[src/hdl/acr_pkg.sv]
// Shared constants and types of the auxiliary control register block.
// Assumes one 25 MHz core clock that also stands for the oscillator.
package acr_pkg;

  // Register map
  localparam logic [7:0] AUX_CONTROL_ADDR = 8'h8e;
  localparam logic [7:0] AUX_CONTROL_RESET = 8'h0c;
  // Bits 6 and 4 are never stored
  localparam logic [7:0] AUX_CONTROL_WMASK = 8'haf;
  localparam logic [7:0] READ_IDLE = 8'h00;

  // Field positions
  localparam int BIT_PULLUP_DISABLE = 7;
  localparam int BIT_STROBE_STRETCH = 5;
  localparam int BIT_RAM_SIZE_HI = 3;
  localparam int BIT_RAM_SIZE_LO = 2;
  localparam int BIT_EXT_RAM_SELECT = 1;
  localparam int BIT_STROBE_SUPPRESS = 0;

  // Strobe rate dividers, in oscillator periods
  localparam int DIV_W = 3;
  localparam logic [DIV_W-1:0] STROBE_DIV_NORMAL = 3'h6;
  localparam logic [DIV_W-1:0] STROBE_DIV_DOUBLE = 3'h3;

  // Read and write pulse widths, in clock periods
  localparam int PULSE_W = 5;
  localparam logic [PULSE_W-1:0] PULSE_SHORT = 5'h06;
  localparam logic [PULSE_W-1:0] PULSE_LONG = 5'h1e;

  // Expanded RAM size is (field + 1) pages of 256 bytes
  localparam int RAM_SIZE_W = 11;
  localparam int RAM_PAGE_SHIFT = 8;

  localparam int ADDR_W = 16;

  typedef struct packed {
    logic pullup_disable;
    logic rsvd6;
    logic strobe_stretch;
    logic rsvd4;
    logic ram_size_hi;
    logic ram_size_lo;
    logic external_ram_select;
    logic strobe_suppress;
  } acr_aux_t;

  typedef struct packed {
    logic write;
    logic [ADDR_W-1:0] addr;
  } acr_xreq_t;

  typedef enum logic [1:0] {
    XS_IDLE,
    XS_EXTERNAL
  } acr_xstate_t;

endpackage : acr_pkg

[src/hdl/acr_rate_div.sv]
// Machine-rate divider: one-cycle tick every 6 clocks, or 3 in double speed.
// Assumes the speed select is stable or changes only between ticks.
`timescale 1ns/1ps
module acr_rate_div (
  // Clock and reset
  input wire logic clk,
  input wire logic rst,
  // Control
  input wire logic double_speed_mode,
  // Tick
  output logic tick
);

  logic [acr_pkg::DIV_W-1:0] count_reg;
  logic [acr_pkg::DIV_W-1:0] limit;

  assign limit = double_speed_mode ? acr_pkg::STROBE_DIV_DOUBLE : acr_pkg::STROBE_DIV_NORMAL;
  assign tick = (count_reg >= limit - 3'h1);

  // Wraps early if double speed is selected mid-period
  always_ff @(posedge clk or posedge rst) begin
    if (rst) begin
      count_reg <= 3'h0;
    end else if (tick) begin
      count_reg <= 3'h0;
    end else begin
      count_reg <= count_reg + 3'h1;
    end
  end

endmodule : acr_rate_div

[src/hdl/acr_pulse_timer.sv]
// Down-counter that holds a level for a loaded number of clocks.
// Assumes start is not raised while the level is still active.
`timescale 1ns/1ps
module acr_pulse_timer #(
  parameter int W = 5
) (
  // Clock and reset
  input wire logic clk,
  input wire logic rst,
  // Load
  input wire logic start,
  input wire logic [W-1:0] length,
  // Status
  output logic active
);

  logic [W-1:0] count_reg;

  assign active = (count_reg != '0);

  always_ff @(posedge clk or posedge rst) begin
    if (rst) begin
      count_reg <= '0;
    end else if (start) begin
      count_reg <= length;
    end else if (active) begin
      count_reg <= count_reg - 1'b1;
    end
  end

endmodule : acr_pulse_timer

[src/hdl/acr_aux_control.sv]
// Auxiliary control register and the bus-control logic that it steers.
// Assumes a core that raises one data move at a time and reads the register
// port synchronously; pads turn strobe_oe low into a weak pull-up.
//
// Summary of operation
// Address strobe marks every external memory access
// Unsuppressed strobe runs at clock/6, or clock/3
// Suppressed strobe only during external accesses
// Suppressed strobe pin is released to pull-up
// Bit 7 set removes port weak pull-ups
// Bit 5 stretches read/write pulses 6 to 30
// Bits 3:2 size expanded RAM, 256 to 1024
// Bit 1 sends data moves to external memory
// Bits 6 and 4 reserved, never written one
// Resets to 0x0c, whole-byte access only
// New settings act from next machine cycle
//
// Design decision made here: the address-and-strobe port.
`timescale 1ns/1ps
module acr_aux_control (
  // Clock and reset
  input wire logic clk,
  input wire logic rst,
  // Register port
  input wire logic [7:0] reg_addr,
  input wire logic [7:0] reg_wdata,
  input wire logic reg_we,
  input wire logic reg_re,
  output logic [7:0] reg_rdata,
  // Core side
  input wire logic double_speed_mode,
  input wire logic ext_fetch,
  input wire logic code_table_read,
  input wire logic xmove_valid,
  input wire acr_pkg::acr_xreq_t xmove_req,
  output logic xmove_busy,
  output logic internal_ram_sel,
  output logic [acr_pkg::ADDR_W-1:0] internal_ram_addr,
  output logic machine_tick,
  // External bus pins
  output logic strobe_o,
  output logic strobe_oe,
  output logic read_n,
  output logic write_n,
  output logic [acr_pkg::ADDR_W-1:0] bus_addr,
  // Port and memory configuration
  output logic pullup_enable,
  output logic [acr_pkg::RAM_SIZE_W-1:0] ram_size_bytes
);

  ////////////////////////////////////////////////////////////////////////////
  // Register and its applied copy

  acr_pkg::acr_aux_t aux_reg;
  acr_pkg::acr_aux_t active_reg;
  logic [7:0] rdata_reg;
  logic hit;
  logic tick;

  assign hit = (reg_addr == acr_pkg::AUX_CONTROL_ADDR);

  // Whole-byte write; reserved bits are dropped
  always_ff @(posedge clk or posedge rst) begin
    if (rst) begin
      aux_reg <= acr_pkg::AUX_CONTROL_RESET;
    end else if (reg_we && hit) begin
      aux_reg <= reg_wdata & acr_pkg::AUX_CONTROL_WMASK;
    end
  end

  // Bus logic sees changes only at a machine-cycle boundary
  always_ff @(posedge clk or posedge rst) begin
    if (rst) begin
      active_reg <= acr_pkg::AUX_CONTROL_RESET;
    end else if (tick) begin
      active_reg <= aux_reg;
    end
  end

  // Reserved bits read as zero; unmapped reads return zero
  always_ff @(posedge clk or posedge rst) begin
    if (rst) begin
      rdata_reg <= acr_pkg::READ_IDLE;
    end else if (reg_re && hit) begin
      rdata_reg <= aux_reg & acr_pkg::AUX_CONTROL_WMASK;
    end else begin
      rdata_reg <= acr_pkg::READ_IDLE;
    end
  end

  assign reg_rdata = rdata_reg;

  ////////////////////////////////////////////////////////////////////////////
  // Configuration outputs

  logic pullup_enable_reg;
  logic [acr_pkg::RAM_SIZE_W-1:0] ram_size_reg;
  logic [acr_pkg::RAM_SIZE_W-1:0] ram_size_next;

  assign ram_size_next = {{(acr_pkg::RAM_SIZE_W - 2){1'b0}},
                          active_reg.ram_size_hi, active_reg.ram_size_lo}
                         + {{(acr_pkg::RAM_SIZE_W - 1){1'b0}}, 1'b1};

  always_ff @(posedge clk or posedge rst) begin
    if (rst) begin
      pullup_enable_reg <= 1'b1;
      ram_size_reg <= '0;
    end else begin
      pullup_enable_reg <= !active_reg.pullup_disable;
      ram_size_reg <= ram_size_next << acr_pkg::RAM_PAGE_SHIFT;
    end
  end

  assign pullup_enable = pullup_enable_reg;
  assign ram_size_bytes = ram_size_reg;

  ////////////////////////////////////////////////////////////////////////////
  // Machine rate

  acr_rate_div u_rate (
    .clk(clk),
    .rst(rst),
    .double_speed_mode(double_speed_mode),
    .tick(tick)
  );

  assign machine_tick = tick;

  ////////////////////////////////////////////////////////////////////////////
  // Data move routing and read/write strobes

  acr_pkg::acr_xstate_t xstate_reg;
  logic xwrite_reg;
  logic stretch_lat_reg;
  logic [acr_pkg::ADDR_W-1:0] xaddr_reg;
  logic int_sel_reg;
  logic go_external;
  logic accept;
  logic timer_start;
  logic timer_active;
  logic [acr_pkg::PULSE_W-1:0] pulse_len;
  logic [acr_pkg::ADDR_W-1:0] size_ext;

  assign size_ext = {{(acr_pkg::ADDR_W - acr_pkg::RAM_SIZE_W){1'b0}}, ram_size_next}
                    << acr_pkg::RAM_PAGE_SHIFT;
  assign accept = xmove_valid && (xstate_reg == acr_pkg::XS_IDLE);
  // Beyond the expanded RAM the move falls through to external memory
  assign go_external = active_reg.external_ram_select || (xmove_req.addr >= size_ext);
  assign timer_start = accept && go_external;
  assign pulse_len = active_reg.strobe_stretch ? acr_pkg::PULSE_LONG
                                               : acr_pkg::PULSE_SHORT;

  acr_pulse_timer #(
    .W(acr_pkg::PULSE_W)
  ) u_pulse (
    .clk(clk),
    .rst(rst),
    .start(timer_start),
    .length(pulse_len),
    .active(timer_active)
  );

  always_ff @(posedge clk or posedge rst) begin
    if (rst) begin
      xstate_reg <= acr_pkg::XS_IDLE;
    end else begin
      case (xstate_reg)
        acr_pkg::XS_IDLE: begin
          if (timer_start) begin
            xstate_reg <= acr_pkg::XS_EXTERNAL;
          end
        end
        acr_pkg::XS_EXTERNAL: begin
          if (!timer_active && !timer_start) begin
            xstate_reg <= acr_pkg::XS_IDLE;
          end
        end
        default: begin
          xstate_reg <= acr_pkg::XS_IDLE;
        end
      endcase
    end
  end

  always_ff @(posedge clk or posedge rst) begin
    if (rst) begin
      xwrite_reg <= 1'b0;
      stretch_lat_reg <= 1'b0;
      xaddr_reg <= '0;
    end else if (accept) begin
      xwrite_reg <= xmove_req.write;
      stretch_lat_reg <= active_reg.strobe_stretch;
      xaddr_reg <= xmove_req.addr;
    end
  end

  // Internal hits complete in the cycle after acceptance
  always_ff @(posedge clk or posedge rst) begin
    if (rst) begin
      int_sel_reg <= 1'b0;
    end else begin
      int_sel_reg <= accept && !go_external;
    end
  end

  assign internal_ram_sel = int_sel_reg;
  assign internal_ram_addr = xaddr_reg;
  assign bus_addr = xaddr_reg;
  assign xmove_busy = (xstate_reg != acr_pkg::XS_IDLE) || int_sel_reg;
  assign read_n = !(timer_active && !xwrite_reg);
  assign write_n = !(timer_active && xwrite_reg);

  ////////////////////////////////////////////////////////////////////////////
  // Address latch strobe

  logic ext_active;
  logic emit;
  logic strobe_reg;
  logic strobe_oe_reg;

  assign ext_active = ext_fetch || code_table_read || (xstate_reg == acr_pkg::XS_EXTERNAL);
  assign emit = !active_reg.strobe_suppress || ext_active;

  always_ff @(posedge clk or posedge rst) begin
    if (rst) begin
      strobe_reg <= 1'b0;
      strobe_oe_reg <= 1'b1;
    end else begin
      strobe_reg <= tick && emit;
      // Released pin floats to the weak pull-up, cutting emission
      strobe_oe_reg <= emit;
    end
  end

  assign strobe_o = strobe_reg;
  assign strobe_oe = strobe_oe_reg;

  ////////////////////////////////////////////////////////////////////////////
  // Checks

  logic first_reg;
  logic [acr_pkg::PULSE_W:0] low_len_reg;
  logic strobe_idle;

  assign strobe_idle = read_n && write_n;

  always_ff @(posedge clk or posedge rst) begin
    if (rst) begin
      first_reg <= 1'b1;
      low_len_reg <= '0;
    end else begin
      first_reg <= 1'b0;
      low_len_reg <= strobe_idle ? '0 : low_len_reg + 1'b1;
    end
  end

  property p_ext_strobe;
    @(posedge clk) disable iff (rst) ext_active && tick |=> strobe_o && strobe_oe;
  endproperty
  a_ext_strobe: assert property (p_ext_strobe) else $error("no strobe in ext access");

  property p_rate_normal;
    @(posedge clk) disable iff (rst)
      strobe_o && !active_reg.strobe_suppress && !double_speed_mode
      |=> !strobe_o [*5] ##1 (strobe_o || active_reg.strobe_suppress || double_speed_mode);
  endproperty
  a_rate_normal: assert property (p_rate_normal) else $error("strobe rate not 1/6");

  property p_suppressed;
    @(posedge clk) disable iff (rst)
      active_reg.strobe_suppress && !ext_active |=> !strobe_o;
  endproperty
  a_suppressed: assert property (p_suppressed) else $error("strobe while suppressed");

  // Pin must be released whenever the strobe is suppressed and no access runs
  property p_released;
    @(posedge clk) disable iff (rst)
      active_reg.strobe_suppress && !ext_active |=> !strobe_oe;
  endproperty
  a_released: assert property (p_released) else $error("strobe pin drive wrong");

  property p_pullup;
    @(posedge clk) disable iff (rst)
      reg_we && hit && reg_wdata[acr_pkg::BIT_PULLUP_DISABLE] |-> ##[1:8] !pullup_enable;
  endproperty
  a_pullup: assert property (p_pullup) else $error("pull-ups not removed");

  property p_width;
    @(posedge clk) disable iff (rst)
      $rose(strobe_idle) |->
        low_len_reg == {1'b0, (stretch_lat_reg ? acr_pkg::PULSE_LONG : acr_pkg::PULSE_SHORT)};
  endproperty
  a_width: assert property (p_width) else $error("rd/wr pulse width wrong");

  property p_internal;
    @(posedge clk) disable iff (rst)
      accept && !active_reg.external_ram_select && xmove_req.addr < size_ext
      |=> internal_ram_sel && strobe_idle;
  endproperty
  a_internal: assert property (p_internal) else $error("internal move misrouted");

  property p_external;
    @(posedge clk) disable iff (rst)
      accept && active_reg.external_ram_select |=> !internal_ram_sel && !strobe_idle;
  endproperty
  a_external: assert property (p_external) else $error("external move misrouted");

  property p_reserved;
    @(posedge clk) disable iff (rst)
      reg_re && hit |=> reg_rdata[6] == 1'b0 && reg_rdata[4] == 1'b0;
  endproperty
  a_reserved: assert property (p_reserved) else $error("reserved bit reads one");

  property p_reset_value;
    @(posedge clk) disable iff (rst)
      first_reg |-> aux_reg == acr_pkg::AUX_CONTROL_RESET;
  endproperty
  a_reset_value: assert property (p_reset_value) else $error("bad reset value");

  property p_apply;
    @(posedge clk) disable iff (rst)
      !tick |=> $stable(active_reg);
  endproperty
  a_apply: assert property (p_apply) else $error("setting applied off boundary");

  property p_apply_tick;
    @(posedge clk) disable iff (rst)
      tick |=> active_reg == $past(aux_reg);
  endproperty
  a_apply_tick: assert property (p_apply_tick) else $error("setting not applied");

  c_suppress: cover property (@(posedge clk) disable iff (rst)
    active_reg.strobe_suppress && ext_active && strobe_o);
  c_long_read: cover property (@(posedge clk) disable iff (rst)
    $rose(strobe_idle) && stretch_lat_reg);
  c_internal: cover property (@(posedge clk) disable iff (rst) internal_ram_sel);
  c_double: cover property (@(posedge clk) disable iff (rst) double_speed_mode && strobe_o);

endmodule : acr_aux_control

[config.mk]
export PLATFORM = sky130hd
export DESIGN_NAME = acr_aux_control
export DESIGN_NICKNAME = d
export VERILOG_FILES = /design/src/hdl/acr_pkg.sv /design/src/hdl/acr_rate_div.sv /design/src/hdl/acr_pulse_timer.sv /design/src/hdl/acr_aux_control.sv
export SDC_FILE = /design/constraint.sdc
export NUM_CORES = 1
export LEC_CHECK = 0
export BUFFER_PORTS_ARGS = -buffer_cell sky130_fd_sc_hd__buf_2
export CAP_MARGIN = 20
export CORE_MARGIN = 1
export CORE_UTILIZATION = 40
export DETAILED_ROUTE_END_ITERATION = 8
export PLACE_DENSITY_LB_ADDON = 0.3
export SLEW_MARGIN = 20
export SYNTH_ARGS = -nofsm -noshare
export SYNTH_HDL_FRONTEND = slang
export SYNTH_SLANG_ARGS = --single-unit
export TNS_END_PERCENT = 5
[constraint.sdc]
create_clock -name clk -period 5.3 [get_ports clk]
set_clock_uncertainty 0.1 [all_clocks]
set_input_delay 0.265 -clock clk [delete_from_list [all_inputs] [get_ports clk]]
set_output_delay 0.265 -clock clk [all_outputs]
set_load 0.01 [all_outputs]
### After elaboration in Yosys (flattened, before gate mapping)

Cells that the tools add are included.

* output and inout bits: 59
* bits of input ports: 41
* register bits: 54
* logic and storage cells: 69

* equal/unequal tests: 4
* magnitude comparators: 2
* $add $sub $neg: 4
* multiplexer cells: 9
* reductions and logical operators: 27

Operators with widths (number)
* >= comparator 16 x 11 -> 1 bit: 1
* 2-to-1 mux 5 bit: 3
* logical AND 1 bit: 9
* == test 8 bit (second input constant): 1
* logical NOT 1 bit: 8
* 2-to-1 mux 8 bit: 1
* 2-to-1 mux 3 bit: 2
* logical OR 1 bit: 5
* nonzero test 5 bit: 1
* subtractor 5 x 1 -> 5 bit (second input constant): 1
* 2-to-1 mux 2 bit: 2
* inequality test 2 bit (second input constant): 2
* one-hot mux 2 bit (2 select lines): 1
* nonzero test 2 bit: 2
* adder 2 x 1 -> 3 bit (second input constant): 1
* adder 3 x 1 -> 3 bit (second input constant): 1
* >= comparator 3 bit: 1
* subtractor 3 x 1 -> 3 bit (second input constant): 1
* == test 2 x 1 -> 1 bit (second input constant): 1
* logical NOT 2 bit: 1
* AND reduction 2 bit: 1

### Longest topological paths before layout

Gate-level depths: netlist of the first run.

* depth in word-level cells: 8
* mapped depth: 7
* gate-level depth less buffers: 7

### Cells and area by module

From an unflattened synthesis of the first run, not the netlist that was laid out.

* cells, all modules: 189
* area total of the unflattened synthesis: 2411.1 um2

By module, submodules not included
* acr_aux_control: area each 1929.4 um2, seq. area each 1083.5 um2, cells each 143, times used 1
* acr_pulse_timer: area each 284.0 um2, seq. area each 125.1 um2, cells each 28, times used 1
* acr_rate_div: area each 197.7 um2, seq. area each 75.1 um2, cells each 18, times used 1

### Worst setup path after synthesis of the first run

OpenSTA, ideal clock, no wires.

* path kind: register to register
* from: reg active_reg[2] in the netlist's numbering
* to: reg u_pulse.count_reg[3]
* setup slack: 3062 ps
* data required time: 5072 ps
* library setup time: 128 ps
* buffers on the path: 0
* data arrival time: 2010 ps
* cell stages (with the launch flop): 8
* cell sequence: dfstp_2 ha_1 inv_1 ha_1 or4_4 nor4_4 a31oi_2 mux2_1

* cells in the longest elaborated chain, start to end: 5

RTL lines
* start: declaration: line acr_aux_control.sv:55 `acr_pkg::acr_aux_t active_reg;`
* start signal: assignment: line acr_aux_control.sv:74 `active_reg <= acr_pkg::AUX_CONTROL_RESET;`
* start signal: assignment: line acr_aux_control.sv:76 `active_reg <= aux_reg;`
* adder 2 x 1 -> 3 bit (*): line acr_aux_control.sv:102 `+ {{(acr_pkg::RAM_SIZE_W - 1){1'b0}}, 1'b1};`
* named net ram_size_next (one bit): line acr_aux_control.sv:98 `logic [acr_pkg::RAM_SIZE_W-1:0] ram_size_next;`
* >= comparator 16 x 11 -> 1 bit (*): line acr_aux_control.sv:148 `assign go_external = active_reg.external_ram_select || (xmove_req.addr >= size_ext);`
* logical OR 1 bit (*): line acr_aux_control.sv:148
* logical AND 1 bit (*): line acr_aux_control.sv:149 `assign timer_start = accept && go_external;`
* 2-to-1 mux 5 bit / nonzero test 2 bit (equally long branches)
* end signal: assignment: line acr_pulse_timer.sv:25 `count_reg <= length;`
* end signal: assignment: line acr_pulse_timer.sv:27 `count_reg <= count_reg - 1'b1;`
* end: declaration: line acr_pulse_timer.sv:17 `logic [W-1:0] count_reg;`

The timed path passes the listed nets; every way through them passes the cells marked *.
A chain may end at the register's enable or synchronous reset.

### Final worst setup path of the first run

Ends and elaborated chain as after synthesis.

==> results.md, run 1 <==
- Post-CTS Setup Repair Bufs: 0
- Final std cells w/o fill: 366
- CP peak stage delay: roughly 560 ps
- Initial Util: between 40% and 50%
- Yosys top cell area share: 47.4%
- Critical path class: flip-flop to flip-flop
- CP required: ~5400 ps
- Layout cells sized above 1: ~37%
- Syn avg cell area: around 11 um^2
- # IOs: 100
- Most frequent CP cell: ha_1
- Unique masters post-synth: 35
- Avg Vias per Cell: 4.58
- Startpoint types: flip-flop
- Post-CTS resize count: 0
- Power share of the clock group: around 18%
- Failing checks: hold timing
- Leakage power total: between 1.5 and 2 nW
- Clock sinks: 51
- # hold bufs at CTS: 0
- Net Sw Frac: between 30% and 40%
- Internal Power: 833 uW
- Fill cells: 545
- Die area: between 6000 and 7000 um^2
- CTS tree: done
- H-tree depth: 2
- Clock transition at path regs: roughly 100 ps
- First-pass GRT wire length: 7180 um
- Cells along the critical path: ha_1 > inv_1 > ha_1 > or4_4 > nor4_4 > a31oi_2 > mux2_1
- Most frequent cells in the layout: buf_2 (87), nand2_1 (54), dfrtp_1 (45)
- Final setup TNS: 0 ps
- Routability cong.: between 0.7 and 0.8
- Syn Inst Count: about 220
- Detailed placer's ending HPWL: between 3000 and 4000 um
- Cell taking the most area after synthesis: dfrtp_1
- Die W: around 80 um
- VDD IR-drop max: ~0.00024 V
- Final WL: between 4000 and 5000 um
- Initial antenna violation count: 0
- RSZ-0062 raised after global routing: no
- Hold slack: -6.97 ps
- Worst-margin pin slew: between 900 and 1000 ps
- Final Hold Viols: 6
- Max Freq: around 420 MHz
- Critical-path maximum fanout: 6
- Slew margin rel.: between 30% and 40%
- Yosys reg bits: 51
- Logic pwr share: 37.5%
- Slew Limit Fails: 0
- Drt pass-1 iters: 4
- Routed vias: 1677
- Final Net Count: 344
- Final setup vio count: 0
- GRT Util Overall: 14.9%
- Cells after DPL: 358
- Root buf cell: clkbuf_8
- Core footprint: between 5000 and 6000 um^2
- Skew-Pair Late Insertion Delay: around 300 ps
- Design Power: 1.31 mW
- CP max-delay cell: dfstp_2
- DR DRC count: 0
- CP startpoint: active_reg[2]
- Worst Path Arrival: between 2000 and 3000 ps
- Largest register FFs: 16
- DRT iter0 DRCs: 74
- Die Height: ~79 um
- Post-route ant nets: 0
- Total gr overflow: 0
- Period utilization: a little under half
- Cell Rows: 27
- Post-synthesis sequential area ratio: a little over half
- Largest net degree at the start of global routing: 52
- Crit. End Element: flip-flop
- Switching power: roughly 470 uW
- Max-Cap Viols: 0
- Seq pwr share: between 40 and 50%
- Synth top area cells: dfrtp_1 (47%), nand2_1 (8.5%), buf_4 (8.2%), dfstp_2 (6.6%), mux2_1 (6.6%)
- Total CTS buffers: 5
- Fin crit period: 2400 ps
- Area grow syn2layout: 18.7%
- Vias in the first global route: between 1500 and 2000
- Deepest clock path buffer count: 2
- Post-Syn Area: between 2000 and 2500 um^2
- Commonest non-fill, non-tap cell in the layout: buf_2
- PwrDens: roughly 460 nW/um^2
- Port bufs: 87
- Run status: finished, violations left
- Synth warn: 0
- Number of diodes: 0
- Hold WC Path Type: primary input to async pin
- Wire per inst: ~12 um
- R2R Path Start: active_reg[2]
[cell families (layout without fill, tap and decap cells)]
logic type | after synthesis | in the layout | synth area share (%)
mux | 15 | 15 | 7.11
xor+xnor | 2 | 2 | 0.737
other cells | 1 | 10 | 0.158
compound gates | 9 | 9 | 2.69
buf+inv | 43 | 107 | 10.9
flops | 51 | 51 | 54.0
fa+ha+maj | 10 | 10 | 5.27
simple gates | 90 | 90 | 19.1
[final cells by class]
class	count	area, um^2	area share [%]
well taps	72	90.1	3.19
flip-flops and latches	51	1280	45.5
clock buffers	6	82.6	2.93
inverters	12	46.3	1.64
repair buffers	87	435	15.4
clock inverters	2	16.3	0.576
multi-input cells	136	867	30.7
[synthesized netlist by cell type, drive strengths merged]
master	n
a21o	3
a21oi	1
a31oi	1
and2	2
and3	6
and4bb	1
buf	26
clkbuf	5
conb	1
dfrtp	45
dfstp	6
ha	10
inv	12
mux2	15
nand2	54
nand2b	5
nand3	3
nand4b	1
nor2	6
nor2b	2
nor3	1
nor3b	1
nor4	3
nor4b	1
o21ai	4
or2	1
or4	1
or4b	2
xnor2	1
xor2	1
[layer usage]
metal / global-route usage, % / routed length (um) / vias to the layer above
met3: 2.87 / 212 / 7
li1: - / - / 825
met2: 24.4 / 2150 / 51
met4: 7.82 / 91 / 0
met1: 18.7 / 1870 / 794
met5: 0 / 0 / -
[power groups by stage]
stage	logic, mW	registers [mW]	clock network (mW)
2_1_floorplan	0.357	0.611	0
3_3_place_gp	0.487	0.589	0
3_5_place_dp	0.499	0.590	0
4_1_cts	0.500	0.584	0.246
5_1_grt	0.552	0.600	0.257
6_report	0.490	0.582	0.236
[through the flow]
step / cell area [um^2] / hold slack, ps / utilization [%] / worst slack, ps
detailed placement: 2720 / 273 / 48.5 / 2890
finish: 2820 / -6.97 / 50.3 / 2900
CTS: 2820 / 52.2 / 50.3 / 2860
global route: 2820 / 60.0 / 50.3 / 2790
global placement: 2720 / 268 / 48.5 / 2900
floorplan: 2410 / 257 / - / 3060
[worst paths after layout]
kind | end | slack [ps] | cells past startpoint
max | u_pulse.count_reg[3] | 2900 | 7
min | u_rate.count_reg[2] | -7 | 2
max reg2reg | u_pulse.count_reg[3] | 2900 | 7
min reg2reg | pullup_enable | 280 | 1
max in group asynchronous | bus_addr[11] | 4590 | 2
min in group clk | xwrite_reg | 60 | 3
[worst max-delay path, delay by kind of cell, from the launching register on]
| family | cells | cell delay [ps] |
|---|---|---|
| buffers and inverters | 1 | 50 |
| AND/OR/NAND/NOR | 2 | 680 |
| AO/OA/AOI/OAI | 1 | 220 |
| flip-flops | 1 | 560 |
| multiplexers | 1 | 350 |
| adder cells (fa/ha/maj) | 2 | 340 |
Note: power is estimated with default switching activity, not from simulation.
==> run 2, diff against run 1 <==
Clock period 5.3 ns to 2.25 ns, I/O delays scaled along.
==> run 2 against run 1 <==
  * The run ends with setup timing left
  * Combinational power rose to 2.6 times the previous value
  * Clock-buffer cell count unchanged
  * Cell count grew 9.3%
  * Wire length rose by 13%
  * Clock power grew 120%
  * Worst setup slack worse by 2900 ps
  * Sequential share of layout area fell by 5.0 points
  * Fmax increased by 6.5%
  * Non-clock buffer count rose by 34
  * Critical path depth unchanged
  * Via count rose by 7.5%
  * Register-to-register slack got worse by 2900 ps
==> results.md, run 2 (synthesized netlist as in run 1, its figures left out) <==
- Cell Rows: 27
- Slew Limit Fails: 0
- Period utilization: 100%
- DRT iter0 DRCs: 75
- Total gr overflow: 0
- Clock transition at path regs: roughly 90 ps
- Crit. End Element: flip-flop
- Final WL: between 4000 and 5000 um
- Startpoint types: flip-flop
- First-pass GRT wire length: 8080 um
- Deepest clock path buffer count: 2
- Worst Path Arrival: 2350 ps
- H-tree depth: 2
- Routability cong.: roughly 0.77
- Hold slack: roughly 24 ps
- Layout cells sized above 1: between 30% and 40%
- Hold WC Path Type: primary input to flip-flop
- Max-Cap Viols: 0
- Leakage power total: around 1.7 nW
- Wire per inst: about 12 um
- Design Power: approximately 3.2 mW
- Skew-Pair Late Insertion Delay: 300 ps
- CP required: between 2000 and 2500 ps
- GRT Util Overall: 16.7%
- Commonest non-fill, non-tap cell in the layout: buf_2
- Die W: between 70 and 80 um
- Fin crit period: between 2000 and 2500 ps
- Final Net Count: around 380
- Final core occ: 56.5%
- # IOs: 100
- Final Instance Area: 3170 um^2
- Critical path class: flip-flop to flip-flop
- RSZ-0062 raised after global routing: yes
- Footprint of the multi-input gates: 897 um^2
- Core footprint: about 5600 um^2
- Avg Vias per Cell: 4.51
- Clock sinks: 51
- Hold path start: reg_re
- Most frequent cells in the layout: buf_2 (87), nand2_1 (54), dfrtp_1 (45)
- DR DRC count: 0
- Final setup vio count: 2
- R2R Path Start: active_reg[2]
- Root buf cell: clkbuf_8
- Routed vias: approximately 1800
- Register Area: roughly 1300 um^2
- Die area: between 6000 and 7000 um^2
- Largest net degree at the start of global routing: 52
- Initial Util: a little over two fifths
- Post-route ant nets: 0
- Area grow syn2layout: 33.4%
- Max Freq: 443 MHz
- Initial antenna violation count: 0
- Area post-placement: ~2800 um^2
- Detailed placer's ending HPWL: around 3400 um
- Number of diodes: 0
- Drt pass-1 iters: 3
- Hold depth: 2
- Port bufs: 87
- Final Hold Viols: 0
- Failing checks: setup timing
- Fill cells: between 500 and 600
- Pre-CTS setup slack: -82.1 ps
- Worst-case reg-to-reg path depth: 7
- CP startpoint: active_reg[2]
- VDD IR-drop max: about 0.00054 V
- Final WS setup: -6.39 ps
- Vias in the first global route: between 1500 and 2000
- Die Height: about 80 um
- Critical-path maximum fanout: 3
- CTS tree: done
- PwrDens: about 1000 nW/um^2
- Run status: finished, violations left
- Largest register FFs: 16
- Total CTS buffers: 5
run 2: metrics by stage:
| step | cells | setup TNS [ps] |
|---|---|---|
| after floorplan | 230 | 0 |
| after global placement | 366 | 0 |
| after detailed placement | 366 | -373 |
| after CTS | 400 | -415 |
| after global routing | 400 | -550 |
| final | 400 | -11.1 |
run 2: repair_timing:
action	4_1_cts	5_1_grt
hold buffers	26	0
endpoints found under the setup margin	6	6
resized for setup	1	5
buffers inserted	0	0
pin swaps	1	1
gates cloned	0	0
hold endpoints to repair	70	0
run 2: final timing paths:
path | to | slack, ps
max | u_pulse.count_reg[4] | -6
min | reg_rdata[7] | 20
max reg2reg | u_pulse.count_reg[4] | -6
min reg2reg | pullup_enable | 280
max in group asynchronous | active_reg[3] | 1470
min in group asynchronous | strobe_o | 290
run 2: worst max-delay path, cell delays in order, from the launching register on:
cell,delay (ps)
dfstp_2,560
ha_4,140
inv_2,40
ha_4,140
or4_4,490
nor4_4,180
a31oi_2,170
mux2_1,330
run 2: final cells by class:
| cell class | instances | share of cell area (%) |
|---|---|---|
| flip-flops and latches | 51 | 40.5 |
| multi-input cells | 136 | 28.3 |
| repair buffers | 121 | 24.2 |
| well taps | 72 | 2.84 |
| clock buffers | 6 | 2.29 |
| inverters | 12 | 1.42 |
| clock inverters | 2 | 0.395 |
run 2: report_power, final:
part | leakage (nW) | switching [mW] | internal [mW]
clock | 0.0412 | 0.291 | 0.218
sequential | 0.640 | 0.190 | 1.19
combinational | 1.05 | 0.671 | 0.600
run 2: routing by layer:
metal  share of wire [%]  wire length [um]  GRT usage (%)
met5                   0                 0              0
met3                 4.2               205           3.33
met4                 1.9                92           6.18
met1                  44              2140           20.0
met2                  50              2440           29.3
